### src/fcsr_pkg.sv
/*
 * package for the flash command status and fault interrupt register block:
 * register offsets, field positions, reset values and carrier structs.
 * assumes a classic wishbone slave with 32-bit data, one register per word.
 */
package fcsr_pkg;

	// ****************************************
	// register map
	// ****************************************
	// printed offsets step by one, not by four: index, byte address = 4 * index
	localparam logic [15:0] FCSR_IDX_CONFIG = 16'h3024;
	localparam logic [15:0] FCSR_IDX_ERR_IRQ_EN = 16'h3025;
	localparam logic [15:0] FCSR_IDX_STATUS = 16'h3026;
	localparam logic [15:0] FCSR_IDX_ERR_STATUS = 16'h3027;
	localparam int FCSR_ADDR_W = 18;
	localparam logic [1:0] FCSR_WORD_LSB = 2'h0;

	// ****************************************
	// field positions
	// ****************************************
	localparam int FCSR_CFG_DONE_IE = 7;
	localparam int FCSR_CFG_IGN_SF = 4;
	localparam int FCSR_CFG_FORCE_DF = 1;
	localparam int FCSR_CFG_FORCE_SF = 0;
	localparam int FCSR_EIE_DF = 1;
	localparam int FCSR_EIE_SF = 0;
	localparam int FCSR_ST_DONE = 7;
	localparam int FCSR_ST_ACC_ERR = 5;
	localparam int FCSR_ST_PROT_VIOL = 4;
	localparam int FCSR_ST_BUSY = 3;
	localparam int FCSR_ES_DF = 1;
	localparam int FCSR_ES_SF = 0;

	// writable masks; reserved bits stay zero
	localparam logic [7:0] FCSR_CFG_WMASK = 8'h93;
	localparam logic [7:0] FCSR_EIE_WMASK = 8'h03;

	// ****************************************
	// reset values
	// ****************************************
	localparam logic [7:0] FCSR_CFG_RST = 8'h00;
	localparam logic [7:0] FCSR_EIE_RST = 8'h00;
	localparam logic [7:0] FCSR_ZERO8 = 8'h00;
	localparam logic [31:0] FCSR_ZERO32 = 32'h0000_0000;

	// ****************************************
	// carriers
	// ****************************************
	typedef struct packed {
		logic array_read;
		logic real_single;
		logic real_double;
	} fcsr_read_evt_t;

	typedef struct packed {
		logic done;
		logic seq_violation;
		logic illegal_cmd;
		logic protect_hit;
	} fcsr_cmd_evt_t;

endpackage

### src/fcsr_top.sv
/*
 * flash command status and fault interrupt register block, wishbone slave.
 * assumes the command engine and array read path run on clk_i and give
 * one-cycle event pulses; ack comes one cycle after a request is seen.
 */
`timescale 1ns/1ps

// Functional notes
// - config bit 7 enables command-complete interrupt while done flag set
// - reserved config, error-enable and status bits read zero, ignore writes
// - config bit 4 suppresses single-bit fault reporting and its interrupt
// - with force-double clear, double flag set only on real double fault
// - force-double set: every array read sets double flag, interrupt if enabled
// - force-double bit cleared only by software writing zero
// - force-single set: every array read sets single flag unless config bit 4 set; else real faults only
// - force-single bit cleared only by software writing zero
// - error-enable bit 1 enables double-bit fault interrupt
// - error-enable bit 0 enables single-bit fault interrupt
// - status bit 7 idle flag; writing one clears it, launches a command
// - status bit 5 access error set on sequence violation or illegal command
// - while access error set, writing one to done flag neither clears nor launches
// - access error cleared by writing one; writing zero has no effect
// - protection flag set on protected hit, write-one clears, blocks launch
// - config register sits at its offset and resets to zero
module fcsr_top (
	// clock and reset
	input wire logic clk_i,
	input wire logic rst_i,
	// wishbone slave
	input wire logic wb_cyc_i,
	input wire logic wb_stb_i,
	input wire logic wb_we_i,
	input wire logic [fcsr_pkg::FCSR_ADDR_W-1:0] wb_adr_i,
	input wire logic [3:0] wb_sel_i,
	input wire logic [31:0] wb_dat_i,
	output logic [31:0] wb_dat_o,
	output logic wb_ack_o,
	// engine and array read events
	input wire fcsr_pkg::fcsr_read_evt_t read_evt_i,
	input wire fcsr_pkg::fcsr_cmd_evt_t cmd_evt_i,
	// command launch and interrupt requests
	output logic launch_o,
	output logic cmd_done_irq_o,
	output logic fault_irq_o
);

	// ****************************************
	// state
	// ****************************************
	logic [7:0] config_reg;
	logic [7:0] error_irq_enable_reg;
	logic cmd_done_flag_reg;
	logic access_error_flag_reg;
	logic protect_violation_flag_reg;
	logic single_fault_flag_reg;
	logic double_fault_flag_reg;
	logic ack_reg;
	logic [31:0] rdata_reg;
	logic launch_reg;
	logic done_irq_reg;
	logic fault_irq_reg;

	logic req;
	logic wr;
	logic [7:0] wbyte;
	logic launch_req;
	logic set_sf;
	logic set_df;
	logic rd_req;
	logic ack_next;
	logic force_df;
	logic force_sf;
	logic ign_sf;
	logic launch_ok;

	logic wr_config;
	logic wr_err_irq_en;
	logic wr_status;
	logic wr_err_status;
	logic set_done;
	logic set_acc_err;
	logic clr_acc_err;
	logic clr_prot;
	logic clr_sf;
	logic clr_df;

	logic [7:0] config_next;
	logic [7:0] error_irq_enable_next;
	logic [7:0] status_byte;
	logic [7:0] err_status_byte;
	logic [31:0] rdata_next;
	logic done_irq_next;
	logic fault_irq_next;

	// ****************************************
	// helpers
	// ****************************************
	// decode used by both the write and read paths
	function automatic logic hit(input logic [fcsr_pkg::FCSR_ADDR_W-1:0] a,
		input logic [15:0] idx);
		hit = (a == {idx, fcsr_pkg::FCSR_WORD_LSB});
	endfunction

	// new request only, so the held request is not taken twice
	assign req = wb_cyc_i && wb_stb_i && !ack_reg;
	assign wr = req && wb_we_i && wb_sel_i[0];
	assign wbyte = 8'(wb_dat_i);
	assign rd_req = req && !wb_we_i;
	// ack is a plain echo of a new request, so it never stretches
	assign ack_next = req;

	// ****************************************
	// write strobes and flag terms
	// ****************************************
	// one strobe per register, so each flag process has one set and one clear term
	assign wr_config = wr && hit(wb_adr_i, fcsr_pkg::FCSR_IDX_CONFIG);
	assign wr_err_irq_en = wr && hit(wb_adr_i, fcsr_pkg::FCSR_IDX_ERR_IRQ_EN);
	assign wr_status = wr && hit(wb_adr_i, fcsr_pkg::FCSR_IDX_STATUS);
	assign wr_err_status = wr && hit(wb_adr_i, fcsr_pkg::FCSR_IDX_ERR_STATUS);

	// a sequence violation or illegal command ends the command as well as flagging it
	assign set_done = cmd_evt_i.done || cmd_evt_i.seq_violation || cmd_evt_i.illegal_cmd;
	assign set_acc_err = cmd_evt_i.seq_violation || cmd_evt_i.illegal_cmd;
	assign clr_acc_err = wr_status && wbyte[fcsr_pkg::FCSR_ST_ACC_ERR];
	assign clr_prot = wr_status && wbyte[fcsr_pkg::FCSR_ST_PROT_VIOL];
	assign clr_sf = wr_err_status && wbyte[fcsr_pkg::FCSR_ES_SF];
	assign clr_df = wr_err_status && wbyte[fcsr_pkg::FCSR_ES_DF];

	// blocked while the access error or protection flag is still pending
	assign launch_ok = cmd_done_flag_reg && !access_error_flag_reg
		&& !protect_violation_flag_reg;
	assign launch_req = wr_status && wbyte[fcsr_pkg::FCSR_ST_DONE] && launch_ok;

	// forced faults hit every array read (single ones only while ign_sf is clear) and do not depend on real faults
	assign force_df = config_reg[fcsr_pkg::FCSR_CFG_FORCE_DF];
	assign force_sf = config_reg[fcsr_pkg::FCSR_CFG_FORCE_SF];
	assign ign_sf = config_reg[fcsr_pkg::FCSR_CFG_IGN_SF];
	assign set_df = read_evt_i.array_read
		&& (read_evt_i.real_double || force_df);
	assign set_sf = read_evt_i.array_read && !ign_sf
		&& (read_evt_i.real_single || force_sf);

	// ****************************************
	// wishbone handshake
	// ****************************************
	always_ff @(posedge clk_i) begin
		if (rst_i) begin
			ack_reg <= 1'b0;
		end else begin
			ack_reg <= ack_next;
		end
	end

	// ****************************************
	// register next values
	// ****************************************
	// reserved bits are masked on the way in, so the read path needs no mask
	always_comb begin
		config_next = config_reg;
		if (wr_config) begin
			config_next = wbyte & fcsr_pkg::FCSR_CFG_WMASK;
		end
	end

	always_comb begin
		error_irq_enable_next = error_irq_enable_reg;
		if (wr_err_irq_en) begin
			error_irq_enable_next = wbyte & fcsr_pkg::FCSR_EIE_WMASK;
		end
	end

	// ****************************************
	// configuration registers
	// ****************************************
	// force bits are only ever changed by software, never by the read path
	always_ff @(posedge clk_i) begin
		if (rst_i) begin
			config_reg <= fcsr_pkg::FCSR_CFG_RST;
		end else begin
			config_reg <= config_next;
		end
	end

	always_ff @(posedge clk_i) begin
		if (rst_i) begin
			error_irq_enable_reg <= fcsr_pkg::FCSR_EIE_RST;
		end else begin
			error_irq_enable_reg <= error_irq_enable_next;
		end
	end

	// ****************************************
	// command status flags
	// ****************************************
	always_ff @(posedge clk_i) begin
		if (rst_i) begin
			cmd_done_flag_reg <= 1'b1;
		end else if (set_done) begin
			cmd_done_flag_reg <= 1'b1;
		end else if (launch_req) begin
			cmd_done_flag_reg <= 1'b0;
		end
	end

	// set wins over a write-one clear in the same cycle
	always_ff @(posedge clk_i) begin
		if (rst_i) begin
			access_error_flag_reg <= 1'b0;
		end else if (set_acc_err) begin
			access_error_flag_reg <= 1'b1;
		end else if (clr_acc_err) begin
			access_error_flag_reg <= 1'b0;
		end
	end

	always_ff @(posedge clk_i) begin
		if (rst_i) begin
			protect_violation_flag_reg <= 1'b0;
		end else if (cmd_evt_i.protect_hit) begin
			protect_violation_flag_reg <= 1'b1;
		end else if (clr_prot) begin
			protect_violation_flag_reg <= 1'b0;
		end
	end

	// ****************************************
	// fault flags
	// ****************************************
	always_ff @(posedge clk_i) begin
		if (rst_i) begin
			single_fault_flag_reg <= 1'b0;
		end else if (set_sf) begin
			single_fault_flag_reg <= 1'b1;
		end else if (clr_sf) begin
			single_fault_flag_reg <= 1'b0;
		end
	end

	always_ff @(posedge clk_i) begin
		if (rst_i) begin
			double_fault_flag_reg <= 1'b0;
		end else if (set_df) begin
			double_fault_flag_reg <= 1'b1;
		end else if (clr_df) begin
			double_fault_flag_reg <= 1'b0;
		end
	end

	// ****************************************
	// read data
	// ****************************************
	// status words are assembled bit by bit from the flags
	always_comb begin
		status_byte = fcsr_pkg::FCSR_ZERO8;
		status_byte[fcsr_pkg::FCSR_ST_DONE] = cmd_done_flag_reg;
		status_byte[fcsr_pkg::FCSR_ST_ACC_ERR] = access_error_flag_reg;
		status_byte[fcsr_pkg::FCSR_ST_PROT_VIOL] = protect_violation_flag_reg;
		// busy is derived, not stored, so it can never disagree with done
		status_byte[fcsr_pkg::FCSR_ST_BUSY] = !cmd_done_flag_reg;
	end

	// flags clear only by a write of one, never by a read
	always_comb begin
		err_status_byte = fcsr_pkg::FCSR_ZERO8;
		err_status_byte[fcsr_pkg::FCSR_ES_DF] = double_fault_flag_reg;
		err_status_byte[fcsr_pkg::FCSR_ES_SF] = single_fault_flag_reg;
	end

	// ****************************************
	// read select
	// ****************************************
	// unmapped words read zero and are still acked
	always_comb begin
		rdata_next = fcsr_pkg::FCSR_ZERO32;
		if (hit(wb_adr_i, fcsr_pkg::FCSR_IDX_CONFIG)) begin
			rdata_next = 32'(config_reg);
		end else if (hit(wb_adr_i, fcsr_pkg::FCSR_IDX_ERR_IRQ_EN)) begin
			rdata_next = 32'(error_irq_enable_reg);
		end else if (hit(wb_adr_i, fcsr_pkg::FCSR_IDX_STATUS)) begin
			rdata_next = 32'(status_byte);
		end else if (hit(wb_adr_i, fcsr_pkg::FCSR_IDX_ERR_STATUS)) begin
			rdata_next = 32'(err_status_byte);
		end
	end

	// read data is held between reads, so a late look still sees it
	always_ff @(posedge clk_i) begin
		if (rst_i) begin
			rdata_reg <= fcsr_pkg::FCSR_ZERO32;
		end else if (rd_req) begin
			rdata_reg <= rdata_next;
		end
	end

	// ****************************************
	// launch and interrupt requests
	// ****************************************
	always_ff @(posedge clk_i) begin
		if (rst_i) begin
			launch_reg <= 1'b0;
		end else begin
			launch_reg <= launch_req;
		end
	end

	// ****************************************
	// interrupt request terms
	// ****************************************
	// registered so both requests leave the block straight from a flip-flop
	assign done_irq_next = cmd_done_flag_reg
		&& config_reg[fcsr_pkg::FCSR_CFG_DONE_IE];
	assign fault_irq_next =
		(double_fault_flag_reg && error_irq_enable_reg[fcsr_pkg::FCSR_EIE_DF])
		|| (single_fault_flag_reg && error_irq_enable_reg[fcsr_pkg::FCSR_EIE_SF]);

	// levels, one cycle behind the flags; they drop once the flag clears
	always_ff @(posedge clk_i) begin
		if (rst_i) begin
			done_irq_reg <= 1'b0;
		end else begin
			done_irq_reg <= done_irq_next;
		end
	end

	always_ff @(posedge clk_i) begin
		if (rst_i) begin
			fault_irq_reg <= 1'b0;
		end else begin
			fault_irq_reg <= fault_irq_next;
		end
	end

	assign wb_ack_o = ack_reg;
	assign wb_dat_o = rdata_reg;
	assign launch_o = launch_reg;
	assign cmd_done_irq_o = done_irq_reg;
	assign fault_irq_o = fault_irq_reg;

endmodule

### config.mk
export PLATFORM = sky130hd
export DESIGN_NAME = fcsr_top
export DESIGN_NICKNAME = d
export VERILOG_FILES = /design/src/fcsr_pkg.sv /design/src/fcsr_top.sv
export SDC_FILE = /design/constraint.sdc
export NUM_CORES = 1
export LEC_CHECK = 0
export BUFFER_PORTS_ARGS = -buffer_cell sky130_fd_sc_hd__buf_2
export CORE_MARGIN = 1
export CORE_UTILIZATION = 35
export CTS_CLUSTER_SIZE = 25
export DETAILED_ROUTE_END_ITERATION = 6
export GPL_ROUTABILITY_DRIVEN = 0
export GPL_TIMING_DRIVEN = 0
export PLACE_DENSITY = 0.75
export SLEW_MARGIN = 20
export SYNTH_ARGS = -nofsm -noshare
export SYNTH_HDL_FRONTEND = slang
export SYNTH_SLANG_ARGS = --single-unit
### constraint.sdc
create_clock -name clk_i -period 1.5 [get_ports clk_i]
set_input_delay 0.3 -clock clk_i [delete_from_list [all_inputs] [get_ports clk_i]]
set_output_delay 0.3 -clock clk_i [all_outputs]
set_load 0.05 [all_outputs]
# Word level (Yosys, flattened, before mapping)
# Index checks and enable logic that the tools add are counted.
[word_totals] reg_bits=47 output_inout_bits=36 inputBits=66 wordCells=68
[op_classes] n_mux=12 n_eq_ne=4 n_reduce_logical=40
[op_table] cell="18-bit by 16-bit equality test with 1-bit output, second input constant" n=4
[op_table] cell="8-bit two-way mux" n=3
[op_table] cell="1-bit logical AND" n=23
[op_table] cell="1-bit two-way mux" n=8
[op_table] cell="2-bit nonzero test" n=4
[op_table] cell="1-bit zero test" n=6
[op_table] cell="1-bit logical OR" n=6
[op_table] cell="2-bit two-way mux" n=1
[op_table] cell="2-bit OR reduction" n=1

# Logic depth before layout (Yosys ltp)
# Gate-level depths: netlist of the first run.
[depth] depth_word=8 depth_mapped=6 ltp_nobuf=4

# Worst setup path after synthesis of the first run
# OpenSTA, ideal clock, no wires.
[synth_timing] path_type="input-to-reg" startpoint="in wb_adr_i[1] (netlist name)" endpoint="reg rdata_reg[0], in the netlist wb_dat_o[0]" arrival_ns=1.399 setup_slack_ns=-0.017 t_required_ns=1.383 setup_ns=0.117 path_stages=4 n_path_buf=0 cell_sequence="nor4b_4 -> nand4_1 -> or4_1 -> a32o_1"
[synth_via] elab_chain_len=5
[synth_lines] item="start: declaration" line="fcsr_top.sv:33" source="input wire logic [fcsr_pkg::FCSR_ADDR_W-1:0] wb_adr_i,"
[synth_lines] item="18-bit by 16-bit equality test with 1-bit output" line="fcsr_top.sv:101" source="hit = (a == {idx, fcsr_pkg::FCSR_WORD_LSB});"
[synth_lines] item="2-bit two-way mux" line="fcsr_top.sv:281" source="end else if (hit(wb_adr_i, fcsr_pkg::FCSR_IDX_ERR_STATUS)) begin"
[synth_lines] item="8-bit two-way mux" line="fcsr_top.sv:279" source="end else if (hit(wb_adr_i, fcsr_pkg::FCSR_IDX_STATUS)) begin"
[synth_lines] item="8-bit two-way mux" line="fcsr_top.sv:277" source="end else if (hit(wb_adr_i, fcsr_pkg::FCSR_IDX_ERR_IRQ_EN)) begin"
[synth_lines] item="8-bit two-way mux *" line="fcsr_top.sv:275" source="if (hit(wb_adr_i, fcsr_pkg::FCSR_IDX_CONFIG)) begin"
[synth_lines] item="end signal: assignment" line="fcsr_top.sv:289" source="rdata_reg <= fcsr_pkg::FCSR_ZERO32;"
[synth_lines] item="end signal: assignment" line="fcsr_top.sv:291" source="rdata_reg <= rdata_next;"
[synth_lines] item="end: declaration" line="fcsr_top.sv:58" source="logic [31:0] rdata_reg;"
# Mark *: on every way between the ends. The rest lies on a longest branch, timed or not.
# A chain may end at the register's enable or synchronous reset.

# Worst setup path after layout of the first run
[layout_timing] startpoint="in wb_adr_i[10] (netlist name)" endpoint="reg rdata_reg[1], in the netlist wb_dat_o[1]"
# The elaborated chain is that of the path after synthesis.

==> results.yml, run 1 <==
synth:
  synthSimpleGateAreaFrac_pct: 32.24
  synthFlopType: "dfxtp_1"
  yosysUniqueCellTypes: 41
  post_synth.cell_area_avg_um2: 8.844
  synth-edff-count: 0
  ys_warn_count: 0
  synth_xor_area_share_pct: 0
  async_flop_share_pct: 0
  synth-adder-area-share_pct: 0
  synth_mux_area_share_pct: 2.406
  ys_seq_area_share_pct: 32.34
  synth-seq-cells: 21
  synth_top_family_by_area: "simple AND/OR/NAND/NOR gates"
  syn_inst: 147
  netlist_area_mm2: 0.001300
  synth_compound_area_share_pct: 14.05
timing:
  period_minus_slack_ns: 1.524
  setup_viol: 1
  fmax_mhz: 656.1
  rsz0062_at_grt: "true"
  finalCritPeriodShare_pct: 101.6
  skew_ns: 0.001743
  hold_violations: 0
  slew_viol_final: 0
  fin_ws_ns: -0.02419
setup_path:
  r2r_slack_ns: 0.10
  r2r-start: "wb_ack_o"
  worstReg2RegEnd: "error_irq_enable_reg[1]"
  cp_slowest_cell: "or4_1"
  cp_max_fo: 3
  arrival_ns: 1.68
  path_buf_inv: 1
  crit_path_end_kind: "register"
  cp_cell_sequence: "buf_2 -> nor4_4 -> nand4_1 -> or4_1 -> a32o_1"
  r2r_cells: 4
  critPathLaunchType: "primary input"
  critPathTopFamily: "simple AND/OR/NAND/NOR gates"
  crit_required_ns: 1.66
  cp_slowest_stage_delay_ns: 0.51
  crit_type: "in2reg"
global_routing:
  gr-total-overflow: 0
  grt_max_degree: 13
  grt_use_total_pct: 15.55
  grt_first_pass_wirelength_um: 4836
  antenna_found_initial: 0
  grt_pass1_vias: 1083
clock_network:
  clkLatencyLatePin_ns: 0.26
  clk_pin_slew_worst_paths_ns: 0.08
  clk_path_buf_depth: 2
  clock_sinks: 21
  cts_hold_buf: 0
  numCtsBuffers: 3
  cts_tree: "yes"
  cts-root-buf: "clkbuf_8"
  h-tree-depth: 1
detailed_routing:
  via_per_inst: 4.749
  drt_wl_total_um: 3094
  wire_per_inst_um: 11.42
  ant_nets: 0
  vias: 1287
  drt_iter0_drc: 86
  remaining_drc_errors: 0
  dr.pass1.iters: 4
finish:
  fillers: 320
  largest_reg_flops: 6
  area_growth_pct: 38.79
  antenna_cells: 0
  drive_gt1_share_pct: 42.67
  final_area_mm2: 0.001804
  nets: 292
min_path:
  min_to: "protect_violation_flag_reg"
  hold_depth: 3
  min_path_type: "in2reg"
  holdCritStartpoint: "cmd_evt_i[0]"
pwr:
  p_leak_nw: 0.8321
  p_per_area_mw_per_mm2: 722.0
  ir_drop_mv: 0.2977
die:
  core_mm2: 0.003442
  rows: 21
  ios: 102
  dieArea_mm2: 0.003962
  dieHeight_um: 62.95
  die_w_um: 62.95
  start_util_pct: 37.77
placed_design:
  preCtsSetupSlack_ns: -0.2957
  io_buffers: 44
  dpl-instance-area_mm2: 0.001673
  dp.final_hpwl_um: 2382
run_status:
  status: "finished with violations"
  violations: "setup timing"
flow_run:
  max_cap_violations: 0
cell usage after synthesis (2+ instances only):
master,count,share of area (%)
buf_4,26,15
dfxtp_1,21,32
a21oi_1,10,3.9
nor2_1,10,2.9
nand2_1,8,2.3
o21ai_0,8,3.1
nand4_1,7,3.4
nand2b_1,5,2.4
clkbuf_1,3,0.87
inv_1,3,0.87
nand3_1,3,1.2
nand4b_1,3,2.0
nor3_1,3,1.2
a32o_1,2,1.5
a32oi_1,2,1.3
and2_1,2,0.96
and3b_1,2,1.3
mux2i_1,2,1.5
nor4b_4,2,3.7
o31ai_1,2,1.2
o41ai_1,2,1.3
or4_1,2,1.2
worst min-delay path: stages:
cell	delay [ns]
buf_2	0.09
inv_1	0.04
a21oi_1	0.05
layout by cell type, fill, tap and decap left out, types with 3 or more instances in the layout:
| master | count |
|---|---|
| buf_4 | 31 |
| nand2_1 | 8 |
| inv_1 | 3 |
| o21ai_0 | 8 |
| clkbuf_1 | 3 |
| nand3_1 | 3 |
| buf_6 | 4 |
| conb_1 | 26 |
| nand4_1 | 7 |
| nand2b_1 | 5 |
| clkbuf_8 | 4 |
| nand4b_1 | 3 |
| dfxtp_1 | 20 |
| a21oi_1 | 10 |
| buf_2 | 41 |
| nor2_1 | 10 |
power by group:
group	internal (mW)	switching, mW
Combinational	0.128	0.231
Clock	0.185	0.186
Sequential	0.566	0.00758
Total	0.879	0.424
stage by stage:
stage / hold slack, ns / total power [mW] / instances / utilization, % / TNS [ns]
global route: 0.2723 / 1.364 / 271 / 52.42 / -0.1298
floorplan: 0.4295 / 0.8515 / 172 / - / -0.01484
CTS: 0.2658 / 1.294 / 267 / 50.16 / 0
detailed placement: 0.4471 / 0.9266 / 262 / 48.60 / -1.304
global placement: 0.4395 / 0.9236 / 262 / 48.60 / -1.238
finish: 0.2641 / 1.303 / 271 / 52.42 / -0.02419
worst max path at each step:
stage                      start           to  slack, ns  depth (start not counted)
floorplan            wb_adr_i[5]  wb_dat_o[0]      -0.01                          4
global placement     wb_adr_i[5]  wb_dat_o[0]      -0.29                          5
detailed placement   wb_adr_i[5]  wb_dat_o[0]      -0.30                          5
CTS                 wb_adr_i[11]  wb_dat_o[0]      0.004                          5
global route         wb_adr_i[6]  wb_dat_o[1]      -0.08                          5
finish              wb_adr_i[10]  wb_dat_o[1]      -0.02                          5
area by class of cell:
cell class	count	area (um^2)	share of cell area, %
well taps	46	57.56	3.190
inverters	3	11.26	0.6241
multi-input cells	117	759.5	42.09
plain buffers	31	231.5	12.83
flip-flops and latches	21	421.7	23.37
repair buffers	49	276.5	15.33
clock inverters	1	5.005	0.2774
clock buffers	3	41.29	2.288
layer usage:
metal / vias to the layer above / GRT usage, % / share of wire, %
met5: - / 0 / 0
met4: 0 / 5.233 / 1.8
met3: 6 / 4.197 / 10
met2: 83 / 25.54 / 47
met1: 558 / 19.34 / 41
li1: 640 / - / -
kinds of logic after synthesis:
logic type             after synthesis
other                                1
AND/OR/NAND/NOR                     59
AO/OA/AOI/OAI                       29
buffers and inverters               34
multiplexers                         3
flip-flops                          21
what timing repair did:
action,in CTS,in global routing
setup endpoints to repair,1,6
resized for setup,0,8
buffers inserted,1,4
pin swaps,1,4
No activity file was read; power rests on OpenSTA's default activity.
==> run 2, diff against run 1 <==
--- a/config.mk
+++ b/config.mk
@@ -6,13 +6,14 @@
 export NUM_CORES = 1
 export LEC_CHECK = 0
 export BUFFER_PORTS_ARGS = -buffer_cell sky130_fd_sc_hd__buf_2
-export CORE_MARGIN = 1
+export CORE_MARGIN = 2
 export CORE_UTILIZATION = 35
 export CTS_CLUSTER_SIZE = 25
 export DETAILED_ROUTE_END_ITERATION = 6
 export GPL_ROUTABILITY_DRIVEN = 0
 export GPL_TIMING_DRIVEN = 0
 export PLACE_DENSITY = 0.75
+export RECOVER_POWER = 25
 export SLEW_MARGIN = 20
 export SYNTH_ARGS = -nofsm -noshare
 export SYNTH_HDL_FRONTEND = slang
==> run 2 against run 1 <==
Effect of this change: the run now ends clean; largest cell class unchanged; cell area down 3.1%; maximum frequency up 4.7%; highest routed layer unchanged; routed wire length down 4.3%; clock power down 1%; global-route usage down 0.76 points.
==> results.yml, run 2 (synthesis results as in run 1) <==
finish:
  final_area_mm2: 0.001749
  fillers: 369
  most-common-layout-cells: "buf_2 (40), buf_4 (29), conb_1 (26)"
  final_common_cell: "buf_2"
  largest_reg_flops: 6
  post-route-util_pct: 48.51
  area_growth_pct: 34.55
  drive_gt1_share_pct: 38.57
  nets: 290
  antenna_cells: 0
timing:
  hold_violations: 0
  tightest_slew_ns: 0.5993
  fin_ws_ns: 0.04361
  period_minus_slack_ns: 1.456
  skew_ns: 0.001084
  fmax_mhz: 686.6
  setup_viol: 0
  setup-tns-final_ns: 0
  relSlewSlack_pct: 60.22
  finalCritPeriodShare_pct: 97.09
  slew_viol_final: 0
placed_design:
  io_buffers: 44
  dpl-instance-area_mm2: 0.001675
  dp.final_hpwl_um: 2476
  preCtsSetupSlack_ns: -0.3050
global_routing:
  grt_use_total_pct: 14.79
  grt_max_degree: 12
  grt_first_pass_wirelength_um: 4878
  grt_pass1_vias: 1088
  antenna_found_initial: 0
  gr-total-overflow: 0
setup_path:
  arrival_ns: 1.61
  critPathLaunchType: "primary input"
  crit_type: "in2reg"
  r2r_slack_ns: 0.08
  cp_max_fo: 5
  r2r-start: "wb_ack_o"
  worstReg2RegEnd: "wb_dat_o[1]"
  crit_path_end_kind: "register"
  r2r_cells: 4
  crit_required_ns: 1.66
die:
  dieArea_mm2: 0.004218
  start_util_pct: 36.05
  core_mm2: 0.003606
  die_w_um: 64.95
  rows: 22
  ios: 102
  dieHeight_um: 64.95
clock_network:
  h-tree-depth: 1
  clk_path_buf_depth: 2
  cts-root-buf: "clkbuf_8"
  numCtsBuffers: 3
  cts_hold_buf: 0
  clock_sinks: 21
  clk_pin_slew_worst_paths_ns: 0.07
  cts_tree: "yes"
  clkLatencyLatePin_ns: 0.26
pwr:
  p_sw_mw: 0.4116
  p_per_area_mw_per_mm2: 735.6
  fin_total_pwr_mw: 1.287
  power.share.combinational_pct: 27.0
  ir_drop_mv: 0.2751
  power.share.sequential_pct: 44.5
  switching_share_pct: 31.98
  clkPwrFrac_pct: 28.5
  p_int_mw: 0.8752
  p_leak_nw: 0.7891
detailed_routing:
  drt_iter0_drc: 43
  dr.pass1.iters: 4
  drt_wl_total_um: 2962
  via_per_inst: 4.594
  ant_nets: 0
  remaining_drc_errors: 0
  wire_per_inst_um: 10.93
  vias: 1245
min_path:
  hold_depth: 3
  min_to: "protect_violation_flag_reg"
  min_path_type: "in2reg"
  holdCritStartpoint: "cmd_evt_i[0]"
run_status:
  status: "finished clean"
flow_run:
  max_cap_violations: 0
==> run 2: cell types whose count changed in the layout (fill, tap and decap cells not counted), sizes merged <==
cell and delta:
buf -6, clkbuf +5, clkinv -1
==> run 2: worst max path at each step <==
stage	from	endpoint	slack, ns	cells after the start
2_1_floorplan	wb_adr_i[5]	wb_dat_o[0]	-0.01	4
3_3_place_gp	wb_adr_i[6]	wb_dat_o[0]	-0.28	5
3_5_place_dp	wb_adr_i[11]	wb_dat_o[0]	-0.30	5
4_1_cts	wb_ack_o	error_irq_enable_reg[1]	0.002	4
5_1_grt	wb_adr_i[8]	double_fault_flag_reg	-0.004	6
6_report	wb_adr_i[17]	wb_dat_o[0]	0.04	5
==> run 2: final cells by class <==
cell class                      count  area, um^2  share of cell area, %
Tap cell                           48       60.06                  3.433
Buffer                             31       231.5                  13.23
Sequential cell                    21       420.4                  24.03
Inverter                            3       11.26                 0.6438
Timing Repair Buffer               47       237.7                  13.59
Clock buffer                        4       45.04                  2.575
Multi-Input combinational cell    117       743.2                  42.49
==> run 2: stage by stage <==
stage	hold slack [ns]	std cells
after floorplan	0.4295	172
after global placement	0.4415	264
after detailed placement	0.4378	264
after CTS	0.2698	271
after global routing	0.2872	271
final	0.2668	271
==> run 2: routing by layer <==
layer / track usage (%) / wire (um) / vias up
li1: - / - / 634
met2: 25.77 / 1486 / 67
met5: 0 / 0 / -
met4: 6.383 / 69 / 0
met3: 2.778 / 266 / 7
met1: 17.57 / 1140 / 537
==> run 2: critical path: stages <==
cell      delay [ns]
buf_2           0.10
and4bb_1        0.36
nand4_1         0.16
or4_1           0.43
a32o_1          0.25
==> run 2: timing repair <==
item / in CTS / in global routing
endpoints found under the hold margin: 0 / 0
resized for setup: 0 / 2
endpoints found under the setup margin: 2 / 3
cloned: 0 / 0
setup buffers: 3 / 0
pin swaps: 4 / 0
==> run 2: power by group through the flow <==
stage / Clock (mW) / Combinational (mW) / Sequential, mW
finish: 0.366 / 0.348 / 0.573
global placement: 0 / 0.339 / 0.585
CTS: 0.367 / 0.345 / 0.572
floorplan: 0 / 0.264 / 0.587
global route: 0.389 / 0.370 / 0.573
detailed placement: 0 / 0.341 / 0.585
==> run 3, diff against run 2 <==
--- a/config.mk
+++ b/config.mk
@@ -7,12 +7,12 @@
 export LEC_CHECK = 0
 export BUFFER_PORTS_ARGS = -buffer_cell sky130_fd_sc_hd__buf_2
 export CORE_MARGIN = 2
-export CORE_UTILIZATION = 35
+export CORE_UTILIZATION = 42
 export CTS_CLUSTER_SIZE = 25
 export DETAILED_ROUTE_END_ITERATION = 6
 export GPL_ROUTABILITY_DRIVEN = 0
 export GPL_TIMING_DRIVEN = 0
-export PLACE_DENSITY = 0.75
+export PLACE_DENSITY = 0.85
 export RECOVER_POWER = 25
 export SLEW_MARGIN = 20
 export SYNTH_ARGS = -nofsm -noshare
==> constraint.sdc (replaced) <==
create_clock -name clk_i -period 1.7 [get_ports clk_i]
set_input_delay 0.34 -clock clk_i [delete_from_list [all_inputs] [get_ports clk_i]]
set_output_delay 0.34 -clock clk_i [all_outputs]
set_load 0.005 [all_outputs]
==> run 3 against run 2 <==
Effect of this change: critical path depth unchanged; clock skew hardly changed; routed wire length shrank 4.9%; cell area is 4.6% lower.
==> results.yml, run 3 (synthesis results as in run 1) <==
finish:
  fillers: 296
  regArea_um2: 420.4
  final_cells: 253
  nets: 287
  multi_input_area_um2: 730.7
  drive_gt1_share_pct: 37.27
  final_common_cell: "buf_2"
  most-common-layout-cells: "buf_2 (42), buf_4 (26), conb_1 (26)"
  antenna_cells: 0
  final_area_mm2: 0.001669
  area_growth_pct: 28.39
  largest_reg_flops: 6
clock_network:
  clk_path_buf_depth: 2
  cts_resized: 0
  clkLatencyLatePin_ns: 0.29
  postCtsSetupBuffers: 0
  h-tree-depth: 1
  clk_pin_slew_worst_paths_ns: 0.11
  numCtsBuffers: 3
  cts_tree: "yes"
  cts-root-buf: "clkbuf_4"
  cts_hold_buf: 0
  clock_sinks: 21
pwr:
  p_per_area_mw_per_mm2: 551.4
  ir_drop_mv: 0.2288
  p_sw_mw: 0.2322
  power.share.combinational_pct: 19.9
  fin_total_pwr_mw: 0.9203
  power.share.sequential_pct: 54.9
  clkPwrFrac_pct: 25.2
  p_leak_nw: 0.7662
  switching_share_pct: 25.23
  p_int_mw: 0.6881
global_routing:
  antenna_found_initial: 0
  grt_first_pass_wirelength_um: 4422
  gr-total-overflow: 0
  grt_max_degree: 12
  grt_pass1_vias: 1094
  grt_use_total_pct: 16.10
placed_design:
  dp.final_hpwl_um: 2375
  io_buffers: 44
  dp.cells: 249
  dpl-instance-area_mm2: 0.001655
setup_path:
  crit_type: "in2reg"
  r2r_cells: 4
  worstReg2RegEnd: "error_irq_enable_reg[1]"
  cp_slowest_cell: "or4_1"
  cp_slowest_stage_delay_ns: 0.44
  r2r_slack_ns: 0.17
  r2r-start: "wb_ack_o"
  cp_max_fo: 5
  critPathLaunchType: "primary input"
  crit_required_ns: 1.90
  cp_cell_sequence: "buf_2 -> nor4b_4 -> nand4_1 -> or4_1 -> a32o_1"
  arrival_ns: 1.73
  crit_path_end_kind: "register"
run_status:
  status: "finished clean"
detailed_routing:
  drt_wl_total_um: 2816
  via_per_inst: 5.008
  vias: 1267
  drt_iter0_drc: 63
  ant_nets: 0
  remaining_drc_errors: 0
  dr.pass1.iters: 5
  wire_per_inst_um: 11.13
timing:
  fmax_mhz: 653.7
  period_minus_slack_ns: 1.530
  hold_violations: 0
  setup_viol: 0
  tightest_slew_ns: 0.5103
  finalCritPeriodShare_pct: 89.99
  skew_ns: 0.001487
  relSlewSlack_pct: 65.72
  slew_viol_final: 0
  rsz0062_at_grt: "false"
die:
  core_mm2: 0.003003
  dieHeight_um: 59.64
  ios: 102
  start_util_pct: 43.29
  dieArea_mm2: 0.003556
  rows: 20
  die_w_um: 59.64
min_path:
  holdCritStartpoint: "cmd_evt_i[0]"
  min_to: "protect_violation_flag_reg"
  hold_depth: 3
  min_path_type: "in2reg"
flow_run:
  max_cap_violations: 0
-- run 3: cell types whose count changed in the layout (fill, tap and decap cells not counted), sizes merged --
cell and delta:
buf -1, clkbuf -2
-- run 3: worst max-delay path by stage --
stage | depth (start not counted) | start | endpoint | slack (ns)
5_1_grt | 4 | wb_ack_o | error_irq_enable_reg[0] | 0.09
2_1_floorplan | 4 | wb_adr_i[1] | wb_dat_o[0] | 0.14
4_1_cts | 5 | wb_adr_i[1] | wb_dat_o[0] | 0.18
6_report | 5 | wb_adr_i[1] | wb_dat_o[0] | 0.17
3_5_place_dp | 5 | wb_adr_i[1] | wb_dat_o[0] | -0.14
3_3_place_gp | 5 | wb_adr_i[1] | wb_dat_o[0] | -0.11
-- run 3: critical path: cells and delay by family --
family	cells	cell delay (ns)
AO/OA/AOI/OAI	1	0.26
AND/OR/NAND/NOR	3	1.02
buffers and inverters	1	0.11
-- run 3: metal layers --
metal  share of wire (%)  global-route usage, %
met2                  43                  26.53
met3                 8.6                  1.965
met4                 4.0                  8.571
met1                  44                  20.40
met5                   0                      0
-- run 3: layout make-up --
class,instances,share of cell area (%)
multi-input combinational,117,43.78
sequential,21,25.19
buffer,31,13.27
timing repair buffer,44,13.04
tap,33,2.474
clock buffer,4,1.574
inverter,3,0.6747
-- run 3: through the flow --
stage	setup WS (ns)	util [%]	hold slack [ns]	TNS (ns)
after floorplan	0.1435	-	0.4487	0
after global placement	-0.1110	55.13	0.4336	-0.2032
after detailed placement	-0.1430	55.13	0.4445	-0.2724
after CTS	0.1770	56.00	0.2848	0
after global routing	0.08747	55.58	0.2769	0
final	0.1702	55.58	0.2846	0
-- run 3: power by group through the flow --
stage	logic, mW	registers (mW)	clock network (mW)
after floorplan	0.118	0.515	0
after global placement	0.179	0.516	0
after detailed placement	0.182	0.517	0
after CTS	0.182	0.505	0.235
after global routing	0.202	0.507	0.262
final	0.183	0.506	0.232
